## src/hdl/bki_pkg.sv

```systemverilog
// bki_pkg: shared constants and types for the brake interlock sequencer
// assumes a 200 MHz control clock and speeds given as unsigned mm/s
package bki_pkg;

    ////////////////////////////////////////////////////////////////////////
    // timing
    localparam int CLK_PERIOD_PS = 5000;          // 200 MHz
    localparam int TICK_TIME_US = 1000;           // one millisecond tick
    localparam int TICK_CYCLES = TICK_TIME_US * 1000000 / CLK_PERIOD_PS;  // us to ps, then cycles

    ////////////////////////////////////////////////////////////////////////
    // widths and limits
    localparam int MS_W = 16;                     // delay counts in ms
    localparam int SPD_W = 16;                    // speed in mm/s
    localparam int OPT_W = 3;                     // option code width
    localparam logic [15:0] SLOW_SPEED_MMPS = 16'h001E;  // 30 mm/s
    localparam logic [2:0] OPT_FREE_RUN = 3'h0;   // option: no short brake

    ////////////////////////////////////////////////////////////////////////
    // reset values
    localparam logic [15:0] STOP_MS_RST = 16'h0000;

    ////////////////////////////////////////////////////////////////////////
    // sequencer states, one-hot
    typedef enum logic [5:0] {
        ST_OFF  = 6'h01,    // servo off, de-energized
        ST_ON   = 6'h02,    // servo on, brake released
        ST_STOP = 6'h04,    // servo off while stopped, delay running
        ST_RUN  = 6'h08,    // servo off while moving, delay running
        ST_ERRW = 6'h10,    // error while moving, brake delay running
        ST_FLT  = 6'h20     // error latched, waiting for reset
    } bki_state_t;

    // programmed settings from the parameter store
    typedef struct packed {
        logic [MS_W-1:0] stop_ms;       // stopped brake delay
        logic [MS_W-1:0] run_ms;        // running brake time
        logic [SPD_W-1:0] thr_speed;    // running brake threshold speed
        logic [OPT_W-1:0] disable_opt;  // short brake choice at servo off
        logic [OPT_W-1:0] fault_opt;    // short brake choice at error
    } bki_cfg_t;

    // forced-brake bits from the fieldbus master
    typedef struct packed {
        logic brake_bit;    // 0 release, 1 engage
        logic mask_bit;     // 1 honours brake_bit
    } bki_force_t;

endpackage : bki_pkg

```

## src/hdl/bki_ms_timer.sv

```systemverilog
// bki_ms_timer: millisecond down-counter with its own tick prescaler
// assumes load is a one-cycle pulse from the sequencer on the same clock
`timescale 1ns/1ps
`default_nettype none

module bki_ms_timer #(
    parameter int TICK_CYCLES = bki_pkg::TICK_CYCLES
) (
    input wire logic clk,
    input wire logic rst,
    input wire logic load,
    input wire logic [bki_pkg::MS_W-1:0] load_val,
    output logic done
);

    logic [17:0] pre_r;
    logic [bki_pkg::MS_W-1:0] cnt_r;
    wire tick = (pre_r == 18'(TICK_CYCLES - 1));
    wire zero = (cnt_r == '0);

    ////////////////////////////////////////////////////////////////////////
    // prescaler restarts at load so the first ms is a full one
    always_ff @(posedge clk or posedge rst) begin
        if (rst) begin
            pre_r <= 18'h00000;
        end else if (load || tick) begin
            pre_r <= 18'h00000;
        end else begin
            pre_r <= pre_r + 18'h00001;
        end
    end

    // down-counter, one step per millisecond
    always_ff @(posedge clk or posedge rst) begin
        if (rst) begin
            cnt_r <= bki_pkg::STOP_MS_RST;
        end else if (load) begin
            cnt_r <= load_val;              // [RULE15]
        end else if (tick && !zero) begin
            cnt_r <= cnt_r - 16'h0001;      // [RULE15]
        end
    end

    assign done = zero && !load;

endmodule : bki_ms_timer

`default_nettype wire

```

## src/hdl/bki_sequencer.sv

```systemverilog
// bki_sequencer: holding brake release, short brake and motor power sequencing
// assumes all inputs but main_power_ok come from logic on clk;
// main_power_ok is a pin and is synchronised here
//
// Operation
// RULE1: stopped servo-off waits stop delay, then brakes
// RULE2: moving servo-off brakes at time or slow speed; code brakes below the threshold speed cfg.thr_speed, not at 30 mm/s
// RULE3: master bit 0 releases, 1 engages
// RULE4: forced bit ignored unless mask is 1
// RULE5: release when sequencer or master asks
// RULE6: engage only when both ask engagement
// RULE7: forced engage while servo on warns
// RULE8: servo on only at 30 mm/s or less
// RULE9: servo-on above threshold warns and is discarded
// RULE10: servo-on during deceleration waits for stop
// RULE11: servo-off short brake follows disable option
// RULE12: error short brake follows fault option
// RULE13: main power loss while energized is error
// RULE14: after error reset stay off until servo-on
// RULE15: delays are ms down-counters loaded at event
// RULE16: brake output engages on on, off, error; code releases it in servo on (ST_ON)
`timescale 1ns/1ps
`default_nettype none

module bki_sequencer #(
    parameter int TICK_CYCLES = bki_pkg::TICK_CYCLES
) (
    input wire logic clk,
    input wire logic rst,
    input wire bki_pkg::bki_cfg_t cfg,
    input wire bki_pkg::bki_force_t force_cmd,
    input wire logic servo_on_cmd,
    input wire logic [bki_pkg::SPD_W-1:0] speed_abs,
    input wire logic error_in,
    input wire logic error_reset,
    input wire logic main_power_ok,
    output logic brake_release_output,
    output logic short_circuit_brake,
    output logic motor_power,
    output logic servo_active,
    output logic cmd_warning
);

    ////////////////////////////////////////////////////////////////////////
    // short brake engaged for every option but free run
    function automatic logic db_engage(input logic [bki_pkg::OPT_W-1:0] opt);
        db_engage = (opt != bki_pkg::OPT_FREE_RUN);
    endfunction : db_engage

    ////////////////////////////////////////////////////////////////////////
    // declarations
    bki_pkg::bki_state_t st_r, st_nxt;
    logic pwr_s1_r, pwr_s2_r;
    logic son_q_r, feng_q_r, pend_r, pend_nxt;
    logic warn_nxt, load, tmr_done;
    logic [bki_pkg::MS_W-1:0] load_val;
    logic rel_r, db_r, pwr_r, act_r, warn_r;
    logic master_rel_q;

    ////////////////////////////////////////////////////////////////////////
    // main power pin synchroniser
    always_ff @(posedge clk or posedge rst) begin
        if (rst) begin
            pwr_s1_r <= 1'b0;
            pwr_s2_r <= 1'b0;
        end else begin
            pwr_s1_r <= main_power_ok;
            pwr_s2_r <= pwr_s1_r;
        end
    end

    ////////////////////////////////////////////////////////////////////////
    // decoded conditions
    wire force_eng = force_cmd.mask_bit && force_cmd.brake_bit;      // [RULE3] [RULE4]
    wire master_rel = force_cmd.mask_bit && !force_cmd.brake_bit;    // [RULE3] [RULE4]
    wire son_edge = servo_on_cmd && !son_q_r;
    wire feng_edge = force_eng && !feng_q_r;
    wire is_slow = (speed_abs <= bki_pkg::SLOW_SPEED_MMPS);         // [RULE8]
    wire above_thr = (speed_abs > cfg.thr_speed);
    wire below_thr = (speed_abs < cfg.thr_speed);
    wire power_lost = pwr_r && !pwr_s2_r;                            // [RULE13]
    wire err = error_in || power_lost;                               // [RULE13]
    wire servo_off_state = (st_r == bki_pkg::ST_OFF) || (st_r == bki_pkg::ST_STOP)
                         || (st_r == bki_pkg::ST_RUN);

    ////////////////////////////////////////////////////////////////////////
    // next state, timer load and warnings
    always_comb begin
        st_nxt = st_r;
        pend_nxt = pend_r && servo_on_cmd;
        warn_nxt = 1'b0;
        load = 1'b0;
        load_val = cfg.run_ms;
        if (servo_off_state && son_edge && !err) begin
            if (above_thr) begin
                warn_nxt = 1'b1;                                      // [RULE9]
                pend_nxt = 1'b0;                                      // [RULE9]
            end else begin
                pend_nxt = 1'b1;                                      // [RULE10]
            end
        end
        if (st_r == bki_pkg::ST_ON && feng_edge) begin
            warn_nxt = 1'b1;                                          // [RULE7]
        end
        case (st_r)
            bki_pkg::ST_OFF: begin
                if (pend_r && servo_on_cmd && is_slow && !err) begin
                    st_nxt = bki_pkg::ST_ON;                          // [RULE8] [RULE10]
                    pend_nxt = 1'b0;
                end
            end
            bki_pkg::ST_ON: begin
                if (err && !is_slow) begin
                    st_nxt = bki_pkg::ST_ERRW;                        // [RULE12] [RULE13]
                    load = 1'b1;
                end else if (err) begin
                    st_nxt = bki_pkg::ST_FLT;                         // [RULE16]
                end else if (!servo_on_cmd && is_slow) begin
                    st_nxt = bki_pkg::ST_STOP;                        // [RULE1]
                    load = 1'b1;
                    load_val = cfg.stop_ms;                           // [RULE1] [RULE15]
                end else if (!servo_on_cmd) begin
                    st_nxt = bki_pkg::ST_RUN;                         // [RULE2]
                    load = 1'b1;                                      // [RULE15]
                end
            end
            bki_pkg::ST_STOP: begin
                if (err) begin
                    st_nxt = bki_pkg::ST_FLT;
                end else if (tmr_done) begin
                    st_nxt = bki_pkg::ST_OFF;                         // [RULE1]
                end
            end
            bki_pkg::ST_RUN: begin
                if (err) begin
                    st_nxt = bki_pkg::ST_ERRW;                        // [RULE12]
                    load = 1'b1;
                end else if (tmr_done || below_thr) begin
                    st_nxt = bki_pkg::ST_OFF;                         // [RULE2]
                end
            end
            bki_pkg::ST_ERRW: begin
                if (tmr_done || below_thr) begin
                    st_nxt = bki_pkg::ST_FLT;                         // [RULE2] [RULE16]
                end
            end
            bki_pkg::ST_FLT: begin
                pend_nxt = 1'b0;
                if (error_reset && !err) begin
                    st_nxt = bki_pkg::ST_OFF;                         // [RULE14]
                end
            end
            default: begin
                st_nxt = bki_pkg::ST_FLT;
            end
        endcase
    end

    ////////////////////////////////////////////////////////////////////////
    // output decode from the next state
    wire int_rel = (st_nxt == bki_pkg::ST_ON) || (st_nxt == bki_pkg::ST_STOP)
                 || (st_nxt == bki_pkg::ST_RUN) || (st_nxt == bki_pkg::ST_ERRW);
    wire rel_nxt = int_rel || master_rel;                             // [RULE5] [RULE6]
    wire pwr_nxt = (st_nxt == bki_pkg::ST_ON) || (st_nxt == bki_pkg::ST_STOP)
                 || (st_nxt == bki_pkg::ST_RUN);
    wire flt_side = (st_nxt == bki_pkg::ST_ERRW) || (st_nxt == bki_pkg::ST_FLT);
    wire db_nxt = flt_side ? db_engage(cfg.fault_opt)                 // [RULE12]
                : (st_nxt == bki_pkg::ST_OFF) ? db_engage(cfg.disable_opt) : 1'b0; // [RULE11]

    ////////////////////////////////////////////////////////////////////////
    // state and edge registers
    always_ff @(posedge clk or posedge rst) begin
        if (rst) begin
            st_r <= bki_pkg::ST_OFF;
            pend_r <= 1'b0;
            son_q_r <= 1'b0;
            feng_q_r <= 1'b0;
        end else begin
            st_r <= st_nxt;
            pend_r <= pend_nxt;
            son_q_r <= servo_on_cmd;
            feng_q_r <= force_eng;
        end
    end

    // registered outputs
    always_ff @(posedge clk or posedge rst) begin
        if (rst) begin
            rel_r <= 1'b0;
            db_r <= 1'b1;
            pwr_r <= 1'b0;
            act_r <= 1'b0;
            warn_r <= 1'b0;
        end else begin
            rel_r <= rel_nxt;                                         // [RULE5] [RULE6]
            db_r <= db_nxt;
            pwr_r <= pwr_nxt;
            act_r <= (st_nxt == bki_pkg::ST_ON);
            warn_r <= warn_nxt;
        end
    end

    assign brake_release_output = rel_r;
    assign short_circuit_brake = db_r;
    assign motor_power = pwr_r;
    assign servo_active = act_r;
    assign cmd_warning = warn_r;

    ////////////////////////////////////////////////////////////////////////
    // shared millisecond delay timer
    bki_ms_timer #(
        .TICK_CYCLES(TICK_CYCLES)
    ) u_timer (
        .clk(clk),
        .rst(rst),
        .load(load),
        .load_val(load_val),
        .done(tmr_done)
    );

    // master release one cycle late, for the running brake check
    always_ff @(posedge clk or posedge rst) begin
        if (rst) begin
            master_rel_q <= 1'b0;
        end else begin
            master_rel_q <= master_rel;
        end
    end
endmodule : bki_sequencer

`default_nettype wire

```

## config.mk

```make
export PLATFORM = sky130hd
export DESIGN_NAME = bki_sequencer
export DESIGN_NICKNAME = d
export VERILOG_FILES = /design/src/hdl/bki_pkg.sv /design/src/hdl/bki_ms_timer.sv /design/src/hdl/bki_sequencer.sv
export SDC_FILE = /design/constraint.sdc
export NUM_CORES = 1
export LEC_CHECK = 0
export BUFFER_PORTS_ARGS = -buffer_cell sky130_fd_sc_hd__buf_4
export CAP_MARGIN = 20
export CORE_MARGIN = 2
export CORE_UTILIZATION = 30
export CTS_CLUSTER_DIAMETER = 50
export DETAILED_ROUTE_END_ITERATION = 8
export GPL_TIMING_DRIVEN = 0
export PLACE_DENSITY = 0.45
export SLEW_MARGIN = 30
export SYNTH_ARGS = -nofsm -noshare
export SYNTH_HDL_FRONTEND = slang
export SYNTH_HIERARCHICAL = 1
export SYNTH_SLANG_ARGS = --single-unit
export TNS_END_PERCENT = 100
```

## constraint.sdc

```tcl
create_clock -name clk -period 5.6 [get_ports clk]
set_input_delay 1.4 -clock clk [delete_from_list [all_inputs] [get_ports clk]]
set_output_delay 1.4 -clock clk [all_outputs]
set_load 0.05 [all_outputs]
```

==> impl_metrics.prom <==
# TYPE chip_impl_metric gauge
chip_impl_metric{name="port-buffer-count",unit=""} 82
chip_impl_metric{name="total_count_of_hold_check_failures_in_the_final_report",unit=""} 0
chip_impl_info{name="cts_tree",value="done"} 1
chip_impl_info{name="cp-end-kind",value="flip-flop"} 1
chip_impl_metric{name="detailedRoute.firstIterationViolations",unit=""} 165
chip_impl_metric{name="wl_per_cell",unit="um"} 14.93
chip_impl_metric{name="max-vdd-ir-drop",unit="mV"} 0.1012
chip_impl_metric{name="initial_utilization",unit=""} 0.3067
chip_impl_metric{name="gpl.final_weighted_congestion",unit=""} 0.8134
chip_impl_metric{name="power.density_cell_area",unit="nW/um^2"} 220.0
chip_impl_metric{name="ioPinCount",unit=""} 83
chip_impl_info{name="hold_path_class",value="reg -> reg"} 1
chip_impl_metric{name="worst-path-stages",unit=""} 13
chip_impl_metric{name="async_flop_share",unit=""} 1.000
chip_impl_metric{name="synth_cells",unit=""} 406
chip_impl_metric{name="timing.critical_path.arrival",unit="ns"} 4.39
chip_impl_metric{name="clock_path_buffers",unit=""} 2
chip_impl_metric{name="cp.required",unit="ns"} 5.74
chip_impl_metric{name="cts.hold.buffers_added",unit=""} 0
chip_impl_metric{name="finalSetupViolations",unit=""} 0
chip_impl_metric{name="clk_latency",unit="ns"} 0.29
chip_impl_metric{name="syn_nets",unit=""} 502
chip_impl_metric{name="h-tree-depth",unit=""} 2
chip_impl_metric{name="remaining_drcs",unit=""} 0
chip_impl_metric{name="cap_violations",unit=""} 0
chip_impl_metric{name="post-dp-hpwl",unit="mm"} 7.398
chip_impl_metric{name="cts_sinks",unit=""} 50
chip_impl_metric{name="synth.distinct_cells",unit=""} 74
chip_impl_metric{name="vias_per_cell",unit=""} 4.984
chip_impl_info{name="critical_path_class",value="in -> reg"} 1
chip_impl_metric{name="cp_num_buf_inv",unit=""} 3
chip_impl_metric{name="grt_antenna_before_repair",unit=""} 0
chip_impl_metric{name="dp.cells",unit=""} 636
chip_impl_metric{name="post_route_cells_drive_above_1_share",unit=""} 0.2777
chip_impl_metric{name="worst_slew_margin_rel",unit=""} 0.5142
chip_impl_info{name="path_cells",value="buf_4 -> nor4_1 -> nand3_1 -> a31oi_4 -> o21ai_0 -> nand2_1 -> nand2_1 -> or4_1 -> buf_6 -> clkinv_8 -> nor2_1 -> a222oi_1 -> o211ai_1"} 1
chip_impl_metric{name="n_antenna_cell",unit=""} 0
chip_impl_metric{name="final_min_period_over_clock_period",unit=""} 0.7583
chip_impl_metric{name="global_route.usage.total",unit=""} 0.1535
chip_impl_info{name="synthDominantAreaCellType",value="dfrtp_1"} 1
chip_impl_info{name="rsz0062_at_grt",value="false"} 1
chip_impl_metric{name="worstHoldPathCells",unit=""} 0
chip_impl_metric{name="core_footprint",unit="sq um"} 12010
chip_impl_metric{name="critical_path.max_stage_delay",unit="ns"} 0.57
chip_impl_metric{name="post-route-util",unit=""} 0.3868
chip_impl_info{name="cp_common_cell",value="nand2_1"} 1
chip_impl_info{name="ys.flop_type",value="dfrtp_1"} 1
chip_impl_metric{name="critical_path_peak_fanout",unit=""} 10
chip_impl_metric{name="grt_first_pass_wirelength",unit="mm"} 16.28
chip_impl_metric{name="floorplan.die_area",unit="sq um"} 13180
chip_impl_metric{name="worst_slew_pin_slew",unit="ns"} 0.7239
chip_impl_metric{name="preCtsSetupSlack",unit="ns"} 1.019
chip_impl_metric{name="syn_avg_cell_area",unit="sq um"} 9.073
chip_impl_metric{name="ys.warnings.count",unit=""} 6
chip_impl_info{name="crit_path_start_kind",value="input port"} 1
chip_impl_metric{name="timing.reg2reg.worst_path_depth",unit=""} 9
chip_impl_metric{name="grt_max_degree",unit=""} 28
chip_impl_metric{name="rows",unit=""} 40
chip_impl_metric{name="postSynthRegisterBits",unit=""} 50
chip_impl_metric{name="first_global_vias",unit=""} 3276
chip_impl_info{name="layout.cells.most_common_list",value="buf_4, nor2_1, dfrtp_1"} 1
chip_impl_info{name="critical_path.slowest_cell",value="or4_1"} 1
chip_impl_metric{name="synth.cell_area",unit="sq um"} 3684
chip_impl_metric{name="fillers",unit=""} 1205
chip_impl_info{name="status",value="finished, final reports clean"} 1
chip_impl_metric{name="max_freq",unit="MHz"} 235.5
chip_impl_metric{name="cts_clk_pin_slew_worst_paths",unit="ns"} 0.07
chip_impl_info{name="ctsRootBufferMaster",value="clkbuf_16"} 1
chip_impl_metric{name="first_pass_iters",unit=""} 4
chip_impl_metric{name="synth_enable_flop_cells",unit=""} 0
chip_impl_metric{name="area.growth.synth_to_final",unit="%"} 26.12
chip_impl_metric{name="nNetsFinal",unit=""} 592
chip_impl_metric{name="final.min_clock_period",unit="ns"} 4.247
chip_impl_metric{name="worst-r2r-setup-slack",unit="ns"} 2.42
chip_impl_metric{name="chipWidth",unit="um"} 114.8
chip_impl_metric{name="totalWireLength",unit="mm"} 9.618
chip_impl_metric{name="max_clock_skew",unit="ns"} 0.008693
chip_impl_metric{name="finalSetupTns",unit="ns"} 0
chip_impl_metric{name="cts_resized",unit=""} 0
chip_impl_metric{name="route.vias.total",unit=""} 3210
chip_impl_metric{name="post_cts.repair.setup_buffers",unit=""} 0
chip_impl_metric{name="final-instance-count-excl-fill",unit=""} 644
chip_impl_metric{name="die-height",unit="um"} 114.8
chip_impl_info{name="critical_path.top_delay_family",value="simple AND/OR/NAND/NOR gates"} 1
chip_impl_info{name="leading_cell_types_by_total_area_after_synthesis",value="dfrtp_1, ha_1, nor2_1, mux2_4, nand2_1"} 1
chip_impl_metric{name="num_cts_buffers",unit=""} 5
chip_impl_info{name="final_common_cell",value="buf_4"} 1
chip_impl_metric{name="antenna_violating_nets_post_route",unit=""} 0
chip_impl_metric{name="postLayoutSetupSlackWorst",unit="ns"} 1.353
chip_impl_metric{name="grt-ovfl-total",unit=""} 0
chip_impl_metric{name="synth.yosys.seq_area_share",unit=""} 0.3404
chip_impl_metric{name="leakage",unit="uW"} 0.002175
chip_impl_metric{name="maxSlewViolCount",unit=""} 0
chip_impl_metric{name="share_of_the_synthesized_area_in_the_top_cell_type",unit=""} 0.3261
## stage by stage
stage                     area [sq um]  hold slack (ns)  total power, uW
final                             4646           0.3536             1022
after global routing              4646           0.3707             1087
after CTS                         4646           0.3589             1033
after detailed placement          4503           0.3441            719.4
after global placement            4483           0.3414            716.0
after floorplan                   3684           0.3312            621.6
## synth_stat cells (all sizes together), types with 8 or more instances
library cell,instances
nor3,15
nand3,11
nor2b,8
xor2,12
ha,18
nor2,52
nor4,17
o21ai,16
mux2,18
dfrtp,48
nand2,31
a21oi,19
inv,29
## final timing paths
| kind | to | start |
|---|---|---|
| worst max-delay path | brake_release_output | speed_abs[7] |
| worst min-delay path | pwr_s2_r | pwr_s1_r |
| worst max register to register | u_timer/cnt_r[11] | st_r[3] |
| worst min register to register | pwr_s2_r | pwr_s1_r |
| max in group asynchronous | cmd_warning | rst |
| min in group asynchronous | u_timer/pre_r[14] | rst |
## layout make-up
class | count | area, sq um | area share
Buffer | 13 | 76.32 | 0.01643
Clock buffer | 6 | 128.9 | 0.02774
Clock inverter | 2 | 13.76 | 0.002963
Inverter | 30 | 125.1 | 0.02693
Multi-Input combinational cell | 313 | 2228 | 0.4797
Sequential cell | 50 | 1254 | 0.2699
Tap cell | 147 | 183.9 | 0.03959
Timing Repair Buffer | 83 | 635.6 | 0.1368
## cell families after synthesis
group           after synthesis  synth area share
xor+xnor                     17           0.04042
fa+ha+maj                    18           0.06114
simple gates                177            0.2755
buf+inv                      43           0.05469
mux                          21           0.07337
compound gates               80            0.1546
flops                        50            0.3404
## metal layers
layer | global-route usage | routed length [um] | vias to the layer above
met4 | 0.03775 | 95 | 0
met2 | 0.2379 | 4208 | 78
met1 | 0.2265 | 4932 | 1473
met5 | 0 | 0 | -
met3 | 0.02109 | 381 | 7
li1 | - | - | 1652
## worst reg2reg max path: stages, from the launching register on
cell	delay, ns
dfrtp_1	0.48
nor4_4	0.41
nand3b_4	0.19
o21ai_0	0.27
nand2_1	0.14
nand2_1	0.23
inv_1	0.19
o21ai_1	0.43
nand2_1	0.30
o41ai_1	0.41
## power by group
part | leakage, uW | internal, uW | total, uW | switching, uW
registers | 0.000635 | 401 | 444 | 42.5
clock network | 0.0000712 | 167 | 307 | 140
logic | 0.00147 | 129 | 271 | 141
total | 0.00217 | 698 | 1020 | 324
## state kept, by name, indices dropped and copies added (netlist names)
name and cells:
brake_release_output 1, pwr_s1_r 1, cmd_warning 1, pwr_s2_r 1, u_timer/cnt_r 16, u_timer/pre_r 18
servo_active 1, pend_r 1, son_q_r 1, feng_q_r 1, short_circuit_brake 1, st_r 6
motor_power 1
No activity file was read; power rests on OpenSTA's default activity.
